<file path="src/frame_sync_pkg.sv">
`default_nettype none
package frame_sync_pkg;

  // ---------------------------------------------------------------
  // Frame geometry
  // ---------------------------------------------------------------
  localparam int unsigned SLOT_BITS   = 8;
  localparam int unsigned FRAME_BITS  = 256;
  localparam logic [7:0]  BIT_LAST    = 8'hFF;
  localparam logic [7:0]  BIT_SLOT_ZERO_END  = 8'h07;  // Last bit of slot zero
  localparam logic [7:0]  BIT_SLOT_ONE_FIRST = 8'h08;  // First bit of slot one

  // Sync word pattern for bits 2 to 8, bit 2 first on the wire
  localparam logic [6:0]  SYNC_WORD   = 7'h1B;
  localparam logic [1:0]  ERR_LOSS    = 2'h3;    // Errored sync frames to lose sync
  localparam logic [1:0]  GOOD_REGAIN = 2'h3;    // Good frames to regain sync
  localparam logic [1:0]  ERR_FLAG    = 2'h2;    // Errored sync frames to raise error

  // Clock rate kept for reference; the link runs one bit per clock
  localparam int unsigned CLK_KHZ     = 2048;

  // ---------------------------------------------------------------
  // Carriers
  // ---------------------------------------------------------------
  typedef struct packed {
    logic       sync_bit_one;
    logic       nonsync_bit_one;
    logic [5:0] spare_bits;
  } spare_bits_t;

  typedef enum logic [1:0] {
    ST_SEARCH = 2'b01,
    ST_LOCKED = 2'b10
  } align_state_t;

endpackage : frame_sync_pkg
`default_nettype wire

</file>
<file path="src/pcm_frame_sync_receiver.sv">
`default_nettype none
module pcm_frame_sync_receiver (
  input  wire logic                         sys_clk_in,
  input  wire logic                         rstn_in,
  input  wire logic                         data_in,
  output logic                              slot_zero_pulse_out,
  output logic                              channel_reset_n_out,
  output logic                              error_out,
  output logic                              sync_alarm_out,
  output frame_sync_pkg::spare_bits_t       spare_out
);

  // ---------------------------------------------------------------
  // Reset release
  // ---------------------------------------------------------------
  logic rst_meta_ff;
  logic rst_n_ff;

  always_ff @(posedge sys_clk_in or negedge rstn_in) begin
    if (!rstn_in) begin
      rst_meta_ff <= 1'b0;
      rst_n_ff    <= 1'b0;
    end else begin
      rst_meta_ff <= 1'b1;
      rst_n_ff    <= rst_meta_ff;
    end
  end

  // ---------------------------------------------------------------
  // Detector
  // ---------------------------------------------------------------
  logic [7:0] window;
  logic       match;

  sync_word_detect sync_word_detect_inst (
    .clk_in     (sys_clk_in),
    .rst_n_in   (rst_n_ff),
    .data_in    (data_in),
    .window_out (window),
    .match_out  (match)
  );

  // ---------------------------------------------------------------
  // Frame counter and alignment
  // ---------------------------------------------------------------
  frame_sync_pkg::align_state_t state_ff;
  logic [7:0] bit_cnt_ff;     // 0 means bit one of slot zero is the newest bit in the window
  logic       sync_frame_ff;  // Frame just ended in slot zero was a sync frame
  logic [1:0] err_cnt_ff;
  logic [1:0] good_cnt_ff;
  logic       err_pend_ff;    // One errored sync frame seen, awaiting the next

  logic slot_end;
  logic expect_sync;
  logic sync_ok;
  logic nonsync_ok;
  logic loss_now;

  // Slot zero has fully entered the window when the counter reaches BIT_SLOT_ZERO_END
  assign slot_end    = (bit_cnt_ff == frame_sync_pkg::BIT_SLOT_ZERO_END);
  assign expect_sync = ~sync_frame_ff;
  assign sync_ok     = match;
  assign nonsync_ok  = window[6];
  // This errored sync word is the one that drops lock at this slot end
  assign loss_now    = expect_sync && !sync_ok &&
                       (err_cnt_ff + 2'h1 == frame_sync_pkg::ERR_LOSS);

  // Counter free-runs; in search it is forced onto any match not at slot end
  always_ff @(posedge sys_clk_in or negedge rst_n_ff) begin
    if (!rst_n_ff) begin
      bit_cnt_ff <= 8'h00;
    end else if (state_ff == frame_sync_pkg::ST_SEARCH && match && !slot_end) begin
      bit_cnt_ff <= frame_sync_pkg::BIT_SLOT_ONE_FIRST;
    end else begin
      bit_cnt_ff <= bit_cnt_ff + 8'h01;
    end
  end

  // Alternation flag flips each frame, reloaded on a search hit
  always_ff @(posedge sys_clk_in or negedge rst_n_ff) begin
    if (!rst_n_ff) begin
      sync_frame_ff <= 1'b0;
    end else if (state_ff == frame_sync_pkg::ST_SEARCH && match) begin
      sync_frame_ff <= 1'b1;
    end else if (slot_end) begin
      sync_frame_ff <= expect_sync;
    end
  end

  // Errored and good frame tallies, evaluated at each slot zero end
  always_ff @(posedge sys_clk_in or negedge rst_n_ff) begin
    if (!rst_n_ff) begin
      err_cnt_ff  <= 2'h0;
      good_cnt_ff <= 2'h0;
      err_pend_ff <= 1'b0;
      state_ff    <= frame_sync_pkg::ST_SEARCH;
    end else if (slot_end) begin
      if (expect_sync && !sync_ok) begin
        good_cnt_ff <= 2'h0;
        err_pend_ff <= 1'b1;
        if (err_cnt_ff != frame_sync_pkg::ERR_LOSS) begin
          err_cnt_ff <= err_cnt_ff + 2'h1;
        end
        if (err_cnt_ff + 2'h1 == frame_sync_pkg::ERR_LOSS) begin
          state_ff <= frame_sync_pkg::ST_SEARCH;
        end
      end else if (expect_sync || nonsync_ok) begin
        if (expect_sync) begin
          err_cnt_ff  <= 2'h0;
          err_pend_ff <= 1'b0;
        end
        if (state_ff == frame_sync_pkg::ST_SEARCH) begin
          good_cnt_ff <= good_cnt_ff + 2'h1;
          if (good_cnt_ff + 2'h1 == frame_sync_pkg::GOOD_REGAIN) begin
            state_ff    <= frame_sync_pkg::ST_LOCKED;
            good_cnt_ff <= 2'h0;
          end
        end
      end else begin
        good_cnt_ff <= 2'h0;                               // Bad non-sync frame restarts count
      end
    end
  end

  // ---------------------------------------------------------------
  // Status outputs
  // ---------------------------------------------------------------
  // Alarm and error track the tallies; registered for clean edges
  always_ff @(posedge sys_clk_in or negedge rst_n_ff) begin
    if (!rst_n_ff) begin
      sync_alarm_out <= 1'b1;
      error_out      <= 1'b0;
    end else begin
      sync_alarm_out <= (state_ff == frame_sync_pkg::ST_SEARCH);
      if (state_ff == frame_sync_pkg::ST_SEARCH && slot_end && !(expect_sync || nonsync_ok)) begin
        error_out <= 1'b1;
      end else if (slot_end && expect_sync) begin
        // Second errored sync frame raises it; a good one clears outside alarm
        if (!sync_ok && err_pend_ff) begin
          error_out <= 1'b1;
        end else if (sync_ok && state_ff == frame_sync_pkg::ST_LOCKED) begin
          error_out <= 1'b0;
        end
      end else if (state_ff == frame_sync_pkg::ST_LOCKED && err_cnt_ff == 2'h0 && !err_pend_ff) begin
        error_out <= 1'b0;
      end
    end
  end

  // Slot zero pulse: eight clocks, one bit after slot zero starts
  always_ff @(posedge sys_clk_in or negedge rst_n_ff) begin
    if (!rst_n_ff) begin
      slot_zero_pulse_out <= 1'b0;
    end else begin
      slot_zero_pulse_out <= (bit_cnt_ff < frame_sync_pkg::BIT_SLOT_ZERO_END) ||
                             (bit_cnt_ff == frame_sync_pkg::BIT_LAST);
    end
  end

  // Channel reset low one clock after slot zero of sync frames, only when locked
  always_ff @(posedge sys_clk_in or negedge rst_n_ff) begin
    if (!rst_n_ff) begin
      channel_reset_n_out <= 1'b1;
    end else begin
      // Sync is already gone when the word that loses it ends, so no reset then
      channel_reset_n_out <= ~(slot_end && expect_sync && !loss_now &&
                               state_ff == frame_sync_pkg::ST_LOCKED);
    end
  end

  // ---------------------------------------------------------------
  // Spare bits
  // ---------------------------------------------------------------
  logic [7:0] slot_cap_ff;
  logic       cap_sync_ff;
  logic       cap_valid_ff;

  // Slot zero is captured at its end and published at the falling edge in slot one
  always_ff @(posedge sys_clk_in or negedge rst_n_ff) begin
    if (!rst_n_ff) begin
      slot_cap_ff  <= 8'h00;
      cap_sync_ff  <= 1'b0;
      cap_valid_ff <= 1'b0;
    end else begin
      cap_valid_ff <= slot_end;
      if (slot_end) begin
        slot_cap_ff <= window;
        cap_sync_ff <= expect_sync;
      end
    end
  end

  // Falling edge keeps the single clock; it only retimes flip-flop data
  always_ff @(negedge sys_clk_in or negedge rst_n_ff) begin
    if (!rst_n_ff) begin
      spare_out <= '0;
    end else if (cap_valid_ff) begin
      if (cap_sync_ff) begin
        spare_out.sync_bit_one <= slot_cap_ff[7];
      end else begin
        spare_out.nonsync_bit_one <= slot_cap_ff[7];
        spare_out.spare_bits      <= slot_cap_ff[5:0];
      end
    end
  end

endmodule : pcm_frame_sync_receiver
`default_nettype wire

</file>
<file path="src/sync_word_detect.sv">
`default_nettype none
// ---------------------------------------------------------------
// Serial to parallel register and sync word comparator
// ---------------------------------------------------------------
module sync_word_detect (
  input  wire logic       clk_in,
  input  wire logic       rst_n_in,
  input  wire logic       data_in,
  output logic [7:0]      window_out,
  output logic            match_out
);

  logic [7:0] serial_to_parallel_register_ff;

  // Oldest bit sits at the top, so [7] is slot bit 1 after eight shifts
  always_ff @(posedge clk_in or negedge rst_n_in) begin
    if (!rst_n_in) begin
      serial_to_parallel_register_ff <= 8'h00;
    end else begin
      serial_to_parallel_register_ff <= {serial_to_parallel_register_ff[6:0], data_in};
    end
  end

  assign window_out = serial_to_parallel_register_ff;
  // Bit one is spare, so only the low seven are compared
  assign match_out  = (serial_to_parallel_register_ff[6:0] == frame_sync_pkg::SYNC_WORD);

endmodule : sync_word_detect
`default_nettype wire

</file>
<file path="config.mk">
export PLATFORM = sky130hd
export DESIGN_NAME = pcm_frame_sync_receiver
export DESIGN_NICKNAME = d
export VERILOG_FILES = /design/src/frame_sync_pkg.sv /design/src/pcm_frame_sync_receiver.sv /design/src/sync_word_detect.sv
export SDC_FILE = /design/constraint.sdc
export NUM_CORES = 1
export LEC_CHECK = 0
export BUFFER_PORTS_ARGS = -buffer_cell sky130_fd_sc_hd__buf_4
export CAP_MARGIN = 20
export CORE_ASPECT_RATIO = 0.75
export CORE_MARGIN = 4
export CORE_UTILIZATION = 60
export DETAILED_ROUTE_END_ITERATION = 6
export HOLD_SLACK_MARGIN = 0.12
export PLACE_DENSITY = 0.83
export SLEW_MARGIN = 0
export SYNTH_ARGS = -nofsm -noshare
export SYNTH_HDL_FRONTEND = slang
export SYNTH_SLANG_ARGS = --single-unit
</file>
<file path="constraint.sdc">
create_clock -name sys_clk_in -period 3.6 [get_ports sys_clk_in]
set_input_delay 0.18 -clock sys_clk_in [delete_from_list [all_inputs] [get_ports sys_clk_in]]
set_output_delay 0.18 -clock sys_clk_in [all_outputs]
set_load 0.03 [all_outputs]
</file>
==> results by group, run 1 <==
Layout
  – Share of cells above drive strength 1: 23.8%
  – Diodes inserted: 0
  – Most common library cell in the layout ignoring fill and taps: dfrtp_1
  – Area Growth Syn to Fin: 12.7%
  – Most frequent cells in the layout: dfrtp_1 (35), nand2_1 (33), buf_4 (15), mux2_2 (9)
  – Final Core Density: between 70% and 80%
  – Nets: 188

STA
  – Hold slack: between 150 and 200 ps
  – Max-slew violations: 0
  – Slew at the pin closest to its max-slew limit: 770 ps
  – Final hold viol count: 0
  – Min setup slack post-route: between 500 and 600 ps
  – Setup violators final: 0
  – Worst clock skew: approximately 6 ps
  – RSZ-0062 raised after global routing: no
  – Sum Neg Setup Slack: 0 ps
  – Rel. slew slack: 48.7%

Job
  – Max Cap Viol: 0

Yosys
  – Syn Inst Count: 162
  – Syn Nets: 169
  – Register area share after synthesis: 61.8%
  – Mapped cell area: approximately 0.0019 mm2
  – Post-synthesis register bit count: 47
  – YS warnings: 0
  – Synth top area cells: dfrtp_1 (47%), dfrtn_1 (10%), nand2_1 (6.5%)
  – Synthesized area per cell: between 10 and 15 um2
  – Post-synth top area cell: dfrtp_1
  – Unique masters post-synth: 43
  – Synth top area share: 47.2%

Clock tree
  – Clk_lat worst skew: 300 ps
  – Postcts setup bufs: 0
  – Num Clock Sinks: 47
  – PostCTS Resize Cnt: 0
  – Clk slew on worst S/H paths: approximately 80 ps
  – Clock root buffer: clkbuf_8
  – Max clock buf depth: 2
  – H-tree depth: 2
  – TritonCTS buffer count: 5
  – TritonCTS clock tree: built

Floorplan
  – Die Y: 56.8 um
  – Die Span X: 73.1 um
  – # IOs: 15
  – Row count: 17
  – Die area: 0.00416 mm2
  – Initial Utilization: 63.6%
  – Core ar.: 0.00300 mm2

Placement
  – Dpl hpwl: 2260 um
  – Place WS: 540 ps
  – Gpl congestion: ~0.78
  – IO Port Bufs: 14

Critical path
  – CP Cell Sequence: nand2b_1 -> mux2_2
  – Crit Path Class: reg2reg
  – Worst Path Arrival: 1420 ps
  – Worst setup EP type: flip-flop
  – Worst stage delay on the critical path: 390 ps
  – Peak fanout along the critical path: 7
  – Crit path required time: around 2000 ps
  – Slowest cell on the critical path: mux2_2
  – CP Launch Type: flip-flop

Global routing
  – First-pass GRT wire length: 5680 um
  – Vias in the first global route: 1258
  – Initial antenna violation count: 0
  – All-Layer GR Usage: between 10% and 20%
  – GRT overflow: 0
  – Largest net degree at the start of global routing: 38

Hold path
  – Hold crit path type: in2async

Power and ir drop
  – Final Power: roughly 0.0017 W
  – Leak: 1.04 nW
  – Power density over the cells: 794 mW/mm2
  – VDD IR max: 0.584 mV

Routing
  – Vias per cell: 5.62
  – Initial DRC Count: 76
  – Final WL: 3250 um
  – DR WL/cell: 14.8 um
  – First-pass detailed-route iteration total: 4
  – Vias: 1230
  – Post-route ant nets: 0
  – DRC: 0

Outcome
  – Status: complete, no violations
==> repair_timing <==
item | 4_1_cts | 5_1_grt
endpoints found under the setup margin | 0 | 0
hold buffers | 2 | 0
hold endpoints to repair | 3 | 0
==> where the power goes <==
| part | total, W | switching [W] | internal, W |
|---|---|---|---|
| clock | 0.000312 | 0.000161 | 0.000151 |
| combinational | 0.000556 | 0.000320 | 0.000236 |
| sequential | 0.000840 | 0.000138 | 0.000701 |
| total | 0.00171 | 0.000620 | 0.00109 |
==> worst max-delay path: cells and delay by family (launching register included) <==
family | cells | cell delay, ps
muxes | 1 | 390
DFF | 1 | 370
and+or+nand+nor | 1 | 360
==> registers in the layout, indices dropped and copies added, names as in the netlist, 2 cells and up <==
register / cells
bit_cnt_ff: 8
err_cnt_ff: 2
good_cnt_ff: 2
slot_cap_ff: 7
spare_out: 8
state_ff: 2
sync_word_detect_inst.window_out: 8
==> cells in the mapped netlist <==
cell type   n
nor3_4      1
o21ai_1     1
a21oi_2     1
nand3b_1    1
o31ai_1     1
or3_1       1
a21oi_1     3
nor4_1      1
nor4_2      1
inv_2       1
nand4_1     4
conb_1      1
ha_1        4
and4bb_1    1
o22ai_1     2
nand3_1     2
nor3b_2     1
dfrtn_1     8
nor2b_1     4
o22a_1      1
a31oi_1     2
clkbuf_1    3
a41oi_1     1
a22o_1      2
dfrtp_1    36
xor2_1      3
nand2_2     1
xnor2_1     3
buf_6       1
a21o_2      1
dfstp_2     3
and2_1      2
nand2_1    33
mux2_2      9
nand3_2     1
nor2_1      8
mux2i_1     1
buf_2       1
nor3_1      2
and4b_1     1
nand2b_1    2
inv_1       5
and3_1      1
==> stage by stage <==
step           area, um2  instances
2_1_floorplan       1910        162
3_3_place_gp        2040        210
3_5_place_dp        2040        210
4_1_cts             2150        219
5_1_grt             2150        219
6_report            2150        219
==> layer usage <==
layer | GRT usage [%] | wire (um)
met1 | 23.6 | 1470
met2 | 28.3 | 1540
met3 | 4.83 | 178
met4 | 7.89 | 59
met5 | 0 | 0
==> final timing paths <==
check,from,to,slack (ps),depth (start not counted)
min in group sys_clk_in,rst_meta_ff$_DFF_PN0_,rst_n_ff$_DFF_PN0_,360,0
min reg2reg,rst_n_ff$_DFF_PN0_,sync_word_detect_inst.window_out[4]$_DFF_PN0_,340,0
min,rstn_in,rst_meta_ff$_DFF_PN0_,190,2
max in group asynchronous,rst_n_ff$_DFF_PN0_,spare_out[5]$_DFFE_NN0P_,1050,0
max reg2reg,cap_sync_ff$_DFFE_PN0P_,spare_out[0]$_DFFE_NN0P_,530,2
max,cap_sync_ff$_DFFE_PN0P_,spare_out[0]$_DFFE_NN0P_,530,2
==> area by class of cell <==
class,count,area (um2)
repair buffers,17,133
well taps,38,47.5
fillers,213,850
clock buffers,6,82.6
clock inverters,1,5.00
inverters,6,22.5
multi-input cells,104,678
flip-flops and latches,47,1180
==> cells by family (layout without fill, tap and decap cells) <==
family | Yosys count | in the layout | share of synthesized area, %
AOI/OAI and AO/OA | 15 | 15 | 5.51
xor gates and xnor gates | 6 | 6 | 2.75
adders and majority gates | 4 | 4 | 2.62
buffers and inverters | 11 | 30 | 2.62
DFF | 47 | 47 | 61.8
muxes | 10 | 10 | 5.84
other | 1 | 1 | 0.197
and+or+nand+nor | 68 | 68 | 18.6
Note: power is estimated with default switching activity, not from simulation.
==> inputs of run 2 (changes only) <==
--- a/config.mk
+++ b/config.mk
@@ -5,6 +5,7 @@
 export SDC_FILE = /design/constraint.sdc
 export NUM_CORES = 1
 export LEC_CHECK = 0
+export ABC_AREA = 1
 export BUFFER_PORTS_ARGS = -buffer_cell sky130_fd_sc_hd__buf_4
 export CAP_MARGIN = 20
 export CORE_ASPECT_RATIO = 0.75
==> run 2 against run 1 <==
Synthesized cell count is 24% higher. Register-to-register slack improved by 120 ps. Combinational power shrank 94%. Critical path depth rose by 2. Hold slack got worse by 4.0 ps. First-iteration DRC count rose by 12%. Worst setup slack improved by 120 ps. Count of clock-buffer cells in the layout up 1. Clock power rose by 35%. Largest power group unchanged. Clock skew rose by 2.5 ps. Sequential cell count did not move. Routed wire length increased by 5.0%.
==> results by group, run 2 <==
Placement
  – Dpl hpwl: 2370 um (+4.7%)
  – Inst Count DP: 251 (+20%)
  – IO Port Bufs: 14 (unchanged)
  – Gpl congestion: 0.843 (+8.3%)

Routing
  – DR WL/cell: 13.0 um (-12%)
  – Vias per cell: 5.02 (-11%)
  – Initial DRC Count: 85 (+12%)
  – Post-route ant nets: 0 (unchanged)
  – First-pass detailed-route iteration total: 4 (unchanged)
  – Vias: 1311 (+6.6%)
  – Final WL: 3410 um (+5.0%)
  – DRC: 0 (unchanged)

Hold path
  – Hold crit path type: in2async

STA
  – Hold slack: 187 ps (-3.97 ps)
  – Worst clock skew: 8.52 ps (+2.51 ps)
  – Setup violators final: 0 (unchanged)
  – Sum Neg Setup Slack: 0 ps (unchanged)
  – Max-slew violations: 0 (unchanged)
  – RSZ-0062 raised after global routing: no
  – Final hold viol count: 0 (unchanged)

Clock tree
  – TritonCTS clock tree: built
  – H-tree depth: 2 (unchanged)
  – Clk slew on worst S/H paths: 80 ps (about the same)
  – Clk_lat worst skew: 300 ps (about the same)
  – TritonCTS buffer count: 5 (unchanged)
  – CTS Hold Bufs: 2 (unchanged)
  – Postcts setup bufs: 0 (unchanged)
  – Num Clock Sinks: 47 (unchanged)
  – Max clock buf depth: 2 (unchanged)
  – PostCTS Resize Cnt: 0 (unchanged)
  – Clock root buffer: clkbuf_8

Layout
  – Diodes inserted: 0 (unchanged)
  – Nets: 229 (+22%)
  – Share of cells above drive strength 1: 15.2% (-8.5 points)
  – Most common library cell in the layout ignoring fill and taps: nand2_1
  – Most frequent cells in the layout: nand2_1 (48), dfrtp_1 (35), inv_1 (24), nor2_1 (20), o21ai_0 (19)
  – Area Growth Syn to Fin: 15.0%
  – Final std cells w/o fill: 261 (+19%)

Yosys
  – Mapped cell area: 0.00192 mm2 (+0.66%)
  – Synthesized area per cell: 9.56 um2 (-19%)
  – Post-synth ARST share: 100% (unchanged)
  – Post-synth top area cell: dfrtp_1
  – Syn Inst Count: 201 (+24%)
  – Register area share after synthesis: 61.4% (-0.40 points)
  – Synth top area share: 46.9% (-0.31 points)
  – YS warnings: 0 (unchanged)
  – Unique masters post-synth: 31 (-28%)
  – Post-synthesis register bit count: 47 (unchanged)
  – Top cells by count, synth: nand2_1 (48), dfrtp_1 (36), inv_1 (24), nor2_1 (20), o21ai_0 (19)
  – Top FF cell, synth: dfrtp_1
  – Number of flops mapped to enable cells by yosys: 0 (unchanged)
  – Synth top area cells: dfrtp_1 (47%), dfrtn_1 (10%), nand2_1 (9.4%)
  – Most common cell in the synthesized netlist: nand2_1
  – Syn Nets: 208 (+23%)

Power and ir drop
  – VDD IR max: 0.434 mV (-26%)
  – Final Power: 0.00101 W (-41%)
  – Leak: 1.12 nW (+7.9%)
  – Power density over the cells: 457 mW/mm2 (-42%)

Job
  – Max Cap Viol: 0 (unchanged)

Floorplan
  – Initial Utilization: 64.0% (+0.42 points)
  – # IOs: 15 (unchanged)
  – Die Span X: 73.3 um (+0.29%)
  – Row count: 17 (unchanged)
  – Die area: 0.00418 mm2 (+0.58%)
  – Die Y: 57.0 um (+0.28%)
  – Core ar.: 0.00300 mm2 (unchanged)

Global routing
  – All-Layer GR Usage: 19.0% (+0.92 points)
  – Initial antenna violation count: 0 (unchanged)
  – GRT overflow: 0 (unchanged)
  – Largest net degree at the start of global routing: 28 (-26%)
  – Vias in the first global route: 1353 (+7.6%)
  – First-pass GRT wire length: 5900 um (+3.9%)

Critical path
  – R2R depth: 4 (+2)
  – Crit Path Class: reg2reg
  – Worst stage delay on the critical path: 410 ps (+20 ps)
  – Crit path required time: 1920 ps (-30 ps)
  – Slowest cell on the critical path: dfrtp_1
  – Worst Path Buf+Inv: 1 (+1)
  – Critical Path Source: cap_sync_ff$_DFFE_PN0P_
  – Worst Path Arrival: 1270 ps (-150 ps)
  – Reg2Reg Capture Point: spare_out[0]$_DFFE_NN0P_
  – CP Launch Type: flip-flop
  – RR Startpoint: cap_sync_ff$_DFFE_PN0P_
  – R2R setup slack: 650 ps (+120 ps)
  – CP Cell Sequence: inv_1 -> nand2_1 -> nand2_1 -> o21ai_0
  – Worst setup EP type: flip-flop
  – Most frequent cell on the critical path: nand2_1
  – Peak fanout along the critical path: 14 (+7)
  – Delay-heaviest family, CP: flip-flops

Outcome
  – Status: complete, no violations
## run 2: cell count changes after synthesis, moves of 8 or more
cell     previous run  this run
inv_1               5        24
o21ai_0             0        19
nand2_1            33        48
nor2_1              8        20
mux2_2              9         0
nand3_1             2        10
## run 2: metrics by stage
stage	util, %	worst slack, ps	cell area, um2
global placement	68.8	823	2060
detailed placement	68.8	676	2060
finish	73.7	651	2210
global route	73.7	501	2210
CTS	73.7	648	2210
floorplan	-	497	1920
## run 2: cell type report
class | instances | area (um2)
Sequential cell | 47 | 1180
Fill cell | 203 | 790
Multi-Input combinational cell | 125 | 623
Timing Repair Buffer | 17 | 133
Clock buffer | 7 | 97.6
Inverter | 26 | 97.6
Tap cell | 38 | 47.5
Clock inverter | 1 | 30.0
## run 2: worst reg2reg max path, cell delays in order, from the launching register on
cell,delay (ps)
dfrtp_1,410
inv_1,80
nand2_1,240
nand2_1,140
o21ai_0,100
## run 2: worst max path at each step
stage | to | slack [ps] | cells after the start
3_5_place_dp | spare_out[0]$_DFFE_NN0P_ | 680 | 4
6_report | spare_out[0]$_DFFE_NN0P_ | 650 | 4
5_1_grt | spare_out[0]$_DFFE_NN0P_ | 500 | 4
2_1_floorplan | spare_out[0]$_DFFE_NN0P_ | 500 | 0
4_1_cts | spare_out[0]$_DFFE_NN0P_ | 650 | 4
3_3_place_gp | spare_out[1]$_DFFE_NN0P_ | 820 | 4
## run 2: kinds of logic after synthesis
logic type | synth area share [%]
AO/OA/AOI/OAI | 7.69
flip-flops | 61.4
other | 0.195
XOR/XNOR | 1.82
buffers and inverters | 6.12
AND/OR/NAND/NOR | 20.1
adder cells (fa/ha/maj) | 2.61
## run 2: per-layer routing
layer	GRT usage [%]	vias to the layer above	wire, um
li1	-	665	-
met2	27.8	28	1610
met4	12.9	0	123
met3	8.63	13	154
met1	22.5	605	1510
met5	0	-	0
## run 2: power breakdown
part	total, W	leakage (nW)	switching (W)	internal [W]
logic	0.0000359	0.491	0.0000232	0.0000127
registers	0.000554	0.564	0.0000109	0.000543
clock network	0.000420	0.0636	0.000171	0.000249
==> inputs of run 3 (changes only) <==
--- a/config.mk
+++ b/config.mk
@@ -10,10 +10,10 @@
 export CAP_MARGIN = 20
 export CORE_ASPECT_RATIO = 0.75
 export CORE_MARGIN = 4
-export CORE_UTILIZATION = 60
+export CORE_UTILIZATION = 52
 export DETAILED_ROUTE_END_ITERATION = 6
 export HOLD_SLACK_MARGIN = 0.12
-export PLACE_DENSITY = 0.83
+export PLACE_DENSITY = 0.76
 export SLEW_MARGIN = 0
 export SYNTH_ARGS = -nofsm -noshare
 export SYNTH_HDL_FRONTEND = slang
==> constraint.sdc (replaced) <==
create_clock -name sys_clk_in -period 2.4 [get_ports sys_clk_in]
set_input_delay 0.12 -clock sys_clk_in [delete_from_list [all_inputs] [get_ports sys_clk_in]]
set_output_delay 0.12 -clock sys_clk_in [all_outputs]
set_load 0.03 [all_outputs]
==> run 3 against run 2 <==
Final cell count grew 5.0%. Clock power grew 36%. Register-to-register slack lost 510 ps. Critical path type unchanged. Critical endpoint is now spare_out[1]$_DFFE_NN0P_. Largest power group unchanged. Highest routed layer unchanged.
==> results by group, run 3 (synthesis results as in run 2) <==
Routing
  – DRC: 0 (unchanged)
  – DR WL/cell: 11.2 um (-14%)
  – First-pass detailed-route iteration total: 5 (+1)
  – Final WL: 3070 um (-9.8%)
  – Vias: 1334 (+1.8%)
  – Post-route ant nets: 0 (unchanged)
  – Vias per cell: 4.87 (-3.1%)
  – Initial DRC Count: 91 (+7.1%)

Critical path
  – Reg2Reg Capture Point: spare_out[1]$_DFFE_NN0P_
  – Crit path required time: 1340 ps (-580 ps)
  – Worst Path Arrival: 1200 ps (-70 ps)
  – Most frequent cell on the critical path: nand2_1
  – CP Cell Sequence: inv_1 -> nand2_1 -> nand2_1 -> o21ai_0
  – Worst setup EP type: flip-flop
  – Peak fanout along the critical path: 14 (unchanged)
  – RR Startpoint: cap_sync_ff$_DFFE_PN0P_
  – R2R depth: 4 (unchanged)
  – R2R setup slack: 140 ps (-510 ps)
  – Worst stage delay on the critical path: 400 ps (about the same)
  – Crit Path Class: reg2reg
  – CP Launch Type: flip-flop
  – Slowest cell on the critical path: dfrtp_1

Global routing
  – All-Layer GR Usage: 15.5% (-3.5 points)
  – Vias in the first global route: 1165 (-14%)
  – Largest net degree at the start of global routing: 35 (+25%)
  – GRT overflow: 0 (unchanged)
  – Initial antenna violation count: 0 (unchanged)
  – First-pass GRT wire length: 5440 um (-7.8%)

Clock tree
  – TritonCTS clock tree: built
  – Clk_lat worst skew: 310 ps (about the same)
  – Clk slew on worst S/H paths: 90 ps (about the same)
  – Num Clock Sinks: 47 (unchanged)
  – Max clock buf depth: 2 (unchanged)
  – Clock root buffer: clkbuf_8
  – H-tree depth: 2 (unchanged)
  – TritonCTS buffer count: 5 (unchanged)

Job
  – Max Cap Viol: 0 (unchanged)

Floorplan
  – Die area: 0.00474 mm2 (+13%)
  – Row count: 18 (+1)
  – Die Span X: 78.2 um (+6.6%)
  – Core ar.: 0.00342 mm2 (+14%)
  – Die Y: 60.6 um (+6.4%)
  – # IOs: 15 (unchanged)
  – Initial Utilization: 56.1% (-7.9 points)

Placement
  – Inst Count DP: 263 (+4.8%)
  – Gpl congestion: 0.809 (-4.0%)
  – IO Port Bufs: 14 (unchanged)
  – Dpl hpwl: 2130 um (-10%)

Power and ir drop
  – VDD IR max: 0.378 mV (-13%)
  – Leak: 1.11 nW (-0.72%)
  – Power density over the cells: 656 mW/mm2 (+44%)

Layout
  – Most frequent cells in the layout: nand2_1 (48), dfrtp_1 (35), inv_1 (24), nor2_1 (20), o21ai_0 (19)
  – Most common library cell in the layout ignoring fill and taps: nand2_1
  – Share of cells above drive strength 1: 15.2% (-0.068 points)
  – Area Growth Syn to Fin: 15.4%
  – Reg area: 0.00118 mm2 (unchanged)
  – Diodes inserted: 0 (unchanged)
  – Fillcell total: 284 (+40%)
  – Area of the multi-input gates: 623 um2 (unchanged)
  – Nets: 230 (+0.44%)
  – Final std cells w/o fill: 274 (+5.0%)

STA
  – Hold slack: 123 ps (-64.0 ps)
  – RSZ-0062 raised after global routing: no
  – Final hold viol count: 0 (unchanged)
  – Max-slew violations: 0 (unchanged)
  – Setup violators final: 0 (unchanged)
  – Worst clock skew: 11.4 ps (+2.91 ps)
  – Sum Neg Setup Slack: 0 ps (unchanged)

Hold path
  – Hold crit path type: reg2async

Outcome
  – Status: complete, no violations
-- run 3: cell count changes in the layout (fill, tap and decap cells not counted), sizes merged --
| cell | previous run | this run |
|---|---|---|
| clkinvlp | 0 | 1 |
| dlygate4sd3 | 2 | 3 |
| clkbuf | 7 | 6 |
-- run 3: metrics by stage --
stage / setup slack [ps] / total power (W) / util [%] / instance area, um2
global placement: 222 / 0.000896 / 60.7 / 2080
global route: 5.11 / 0.00151 / 64.8 / 2220
detailed placement: 163 / 0.000898 / 60.7 / 2080
CTS: 132 / 0.00147 / 64.8 / 2220
floorplan: 210 / 0.000874 / - / 1920
finish: 139 / 0.00145 / 64.8 / 2220
-- run 3: critical path, delay by kind of cell (launching register included) --
kind / cells / cell delay, ps
buffers and inverters: 1 / 80
and+or+nand+nor: 2 / 330
AOI/OAI and AO/OA: 1 / 70
DFF: 1 / 400
-- run 3: worst max path at each step --
stage,from,to,slack [ps],cells after the start
after detailed placement,cap_sync_ff$_DFFE_PN0P_,spare_out[1]$_DFFE_NN0P_,160,4
after global routing,cap_sync_ff$_DFFE_PN0P_,spare_out[3]$_DFFE_NN0P_,5,4
after global placement,cap_sync_ff$_DFFE_PN0P_,spare_out[6]$_DFFE_NN0P_,220,4
after CTS,cap_sync_ff$_DFFE_PN0P_,spare_out[1]$_DFFE_NN0P_,130,4
final,cap_sync_ff$_DFFE_PN0P_,spare_out[1]$_DFFE_NN0P_,140,4
after floorplan,cap_sync_ff$_DFFE_PN0P_,spare_out[0]$_DFFE_NN0P_,210,4
-- run 3: repair_timing --
item	in CTS	in global routing
setup buffers	0	0
endpoints found under the setup margin	0	0
hold buffers	3	0
hold endpoints to repair	3	0
resized for setup	0	0
-- run 3: metal layers --
| layer | vias to the layer above | GRT usage [%] | part of all wire, % |
|---|---|---|---|
| li1 | 673 | - | - |
| met1 | 624 | 21.7 | 51 |
| met2 | 29 | 22.0 | 42 |
| met3 | 8 | 4.01 | 4.4 |
| met4 | 0 | 9.73 | 2.7 |
| met5 | - | 0 | 0 |
-- run 3: layout make-up --
class / count / share of cell area [%]
Inverter: 26 / 4.40
Multi-Input combinational cell: 125 / 28.1
Clock buffer: 6 / 3.27
Timing Repair Buffer: 18 / 6.43
Tap cell: 50 / 2.82
Clock inverter: 2 / 1.69
Sequential cell: 47 / 53.3
-- run 3: power breakdown --
group / switching (W) / total (W) / internal [W]
combinational: 0.0000362 / 0.0000563 / 0.0000202
clock: 0.000260 / 0.000570 / 0.000311
sequential: 0.0000139 / 0.000828 / 0.000814
total: 0.000310 / 0.00145 / 0.00114
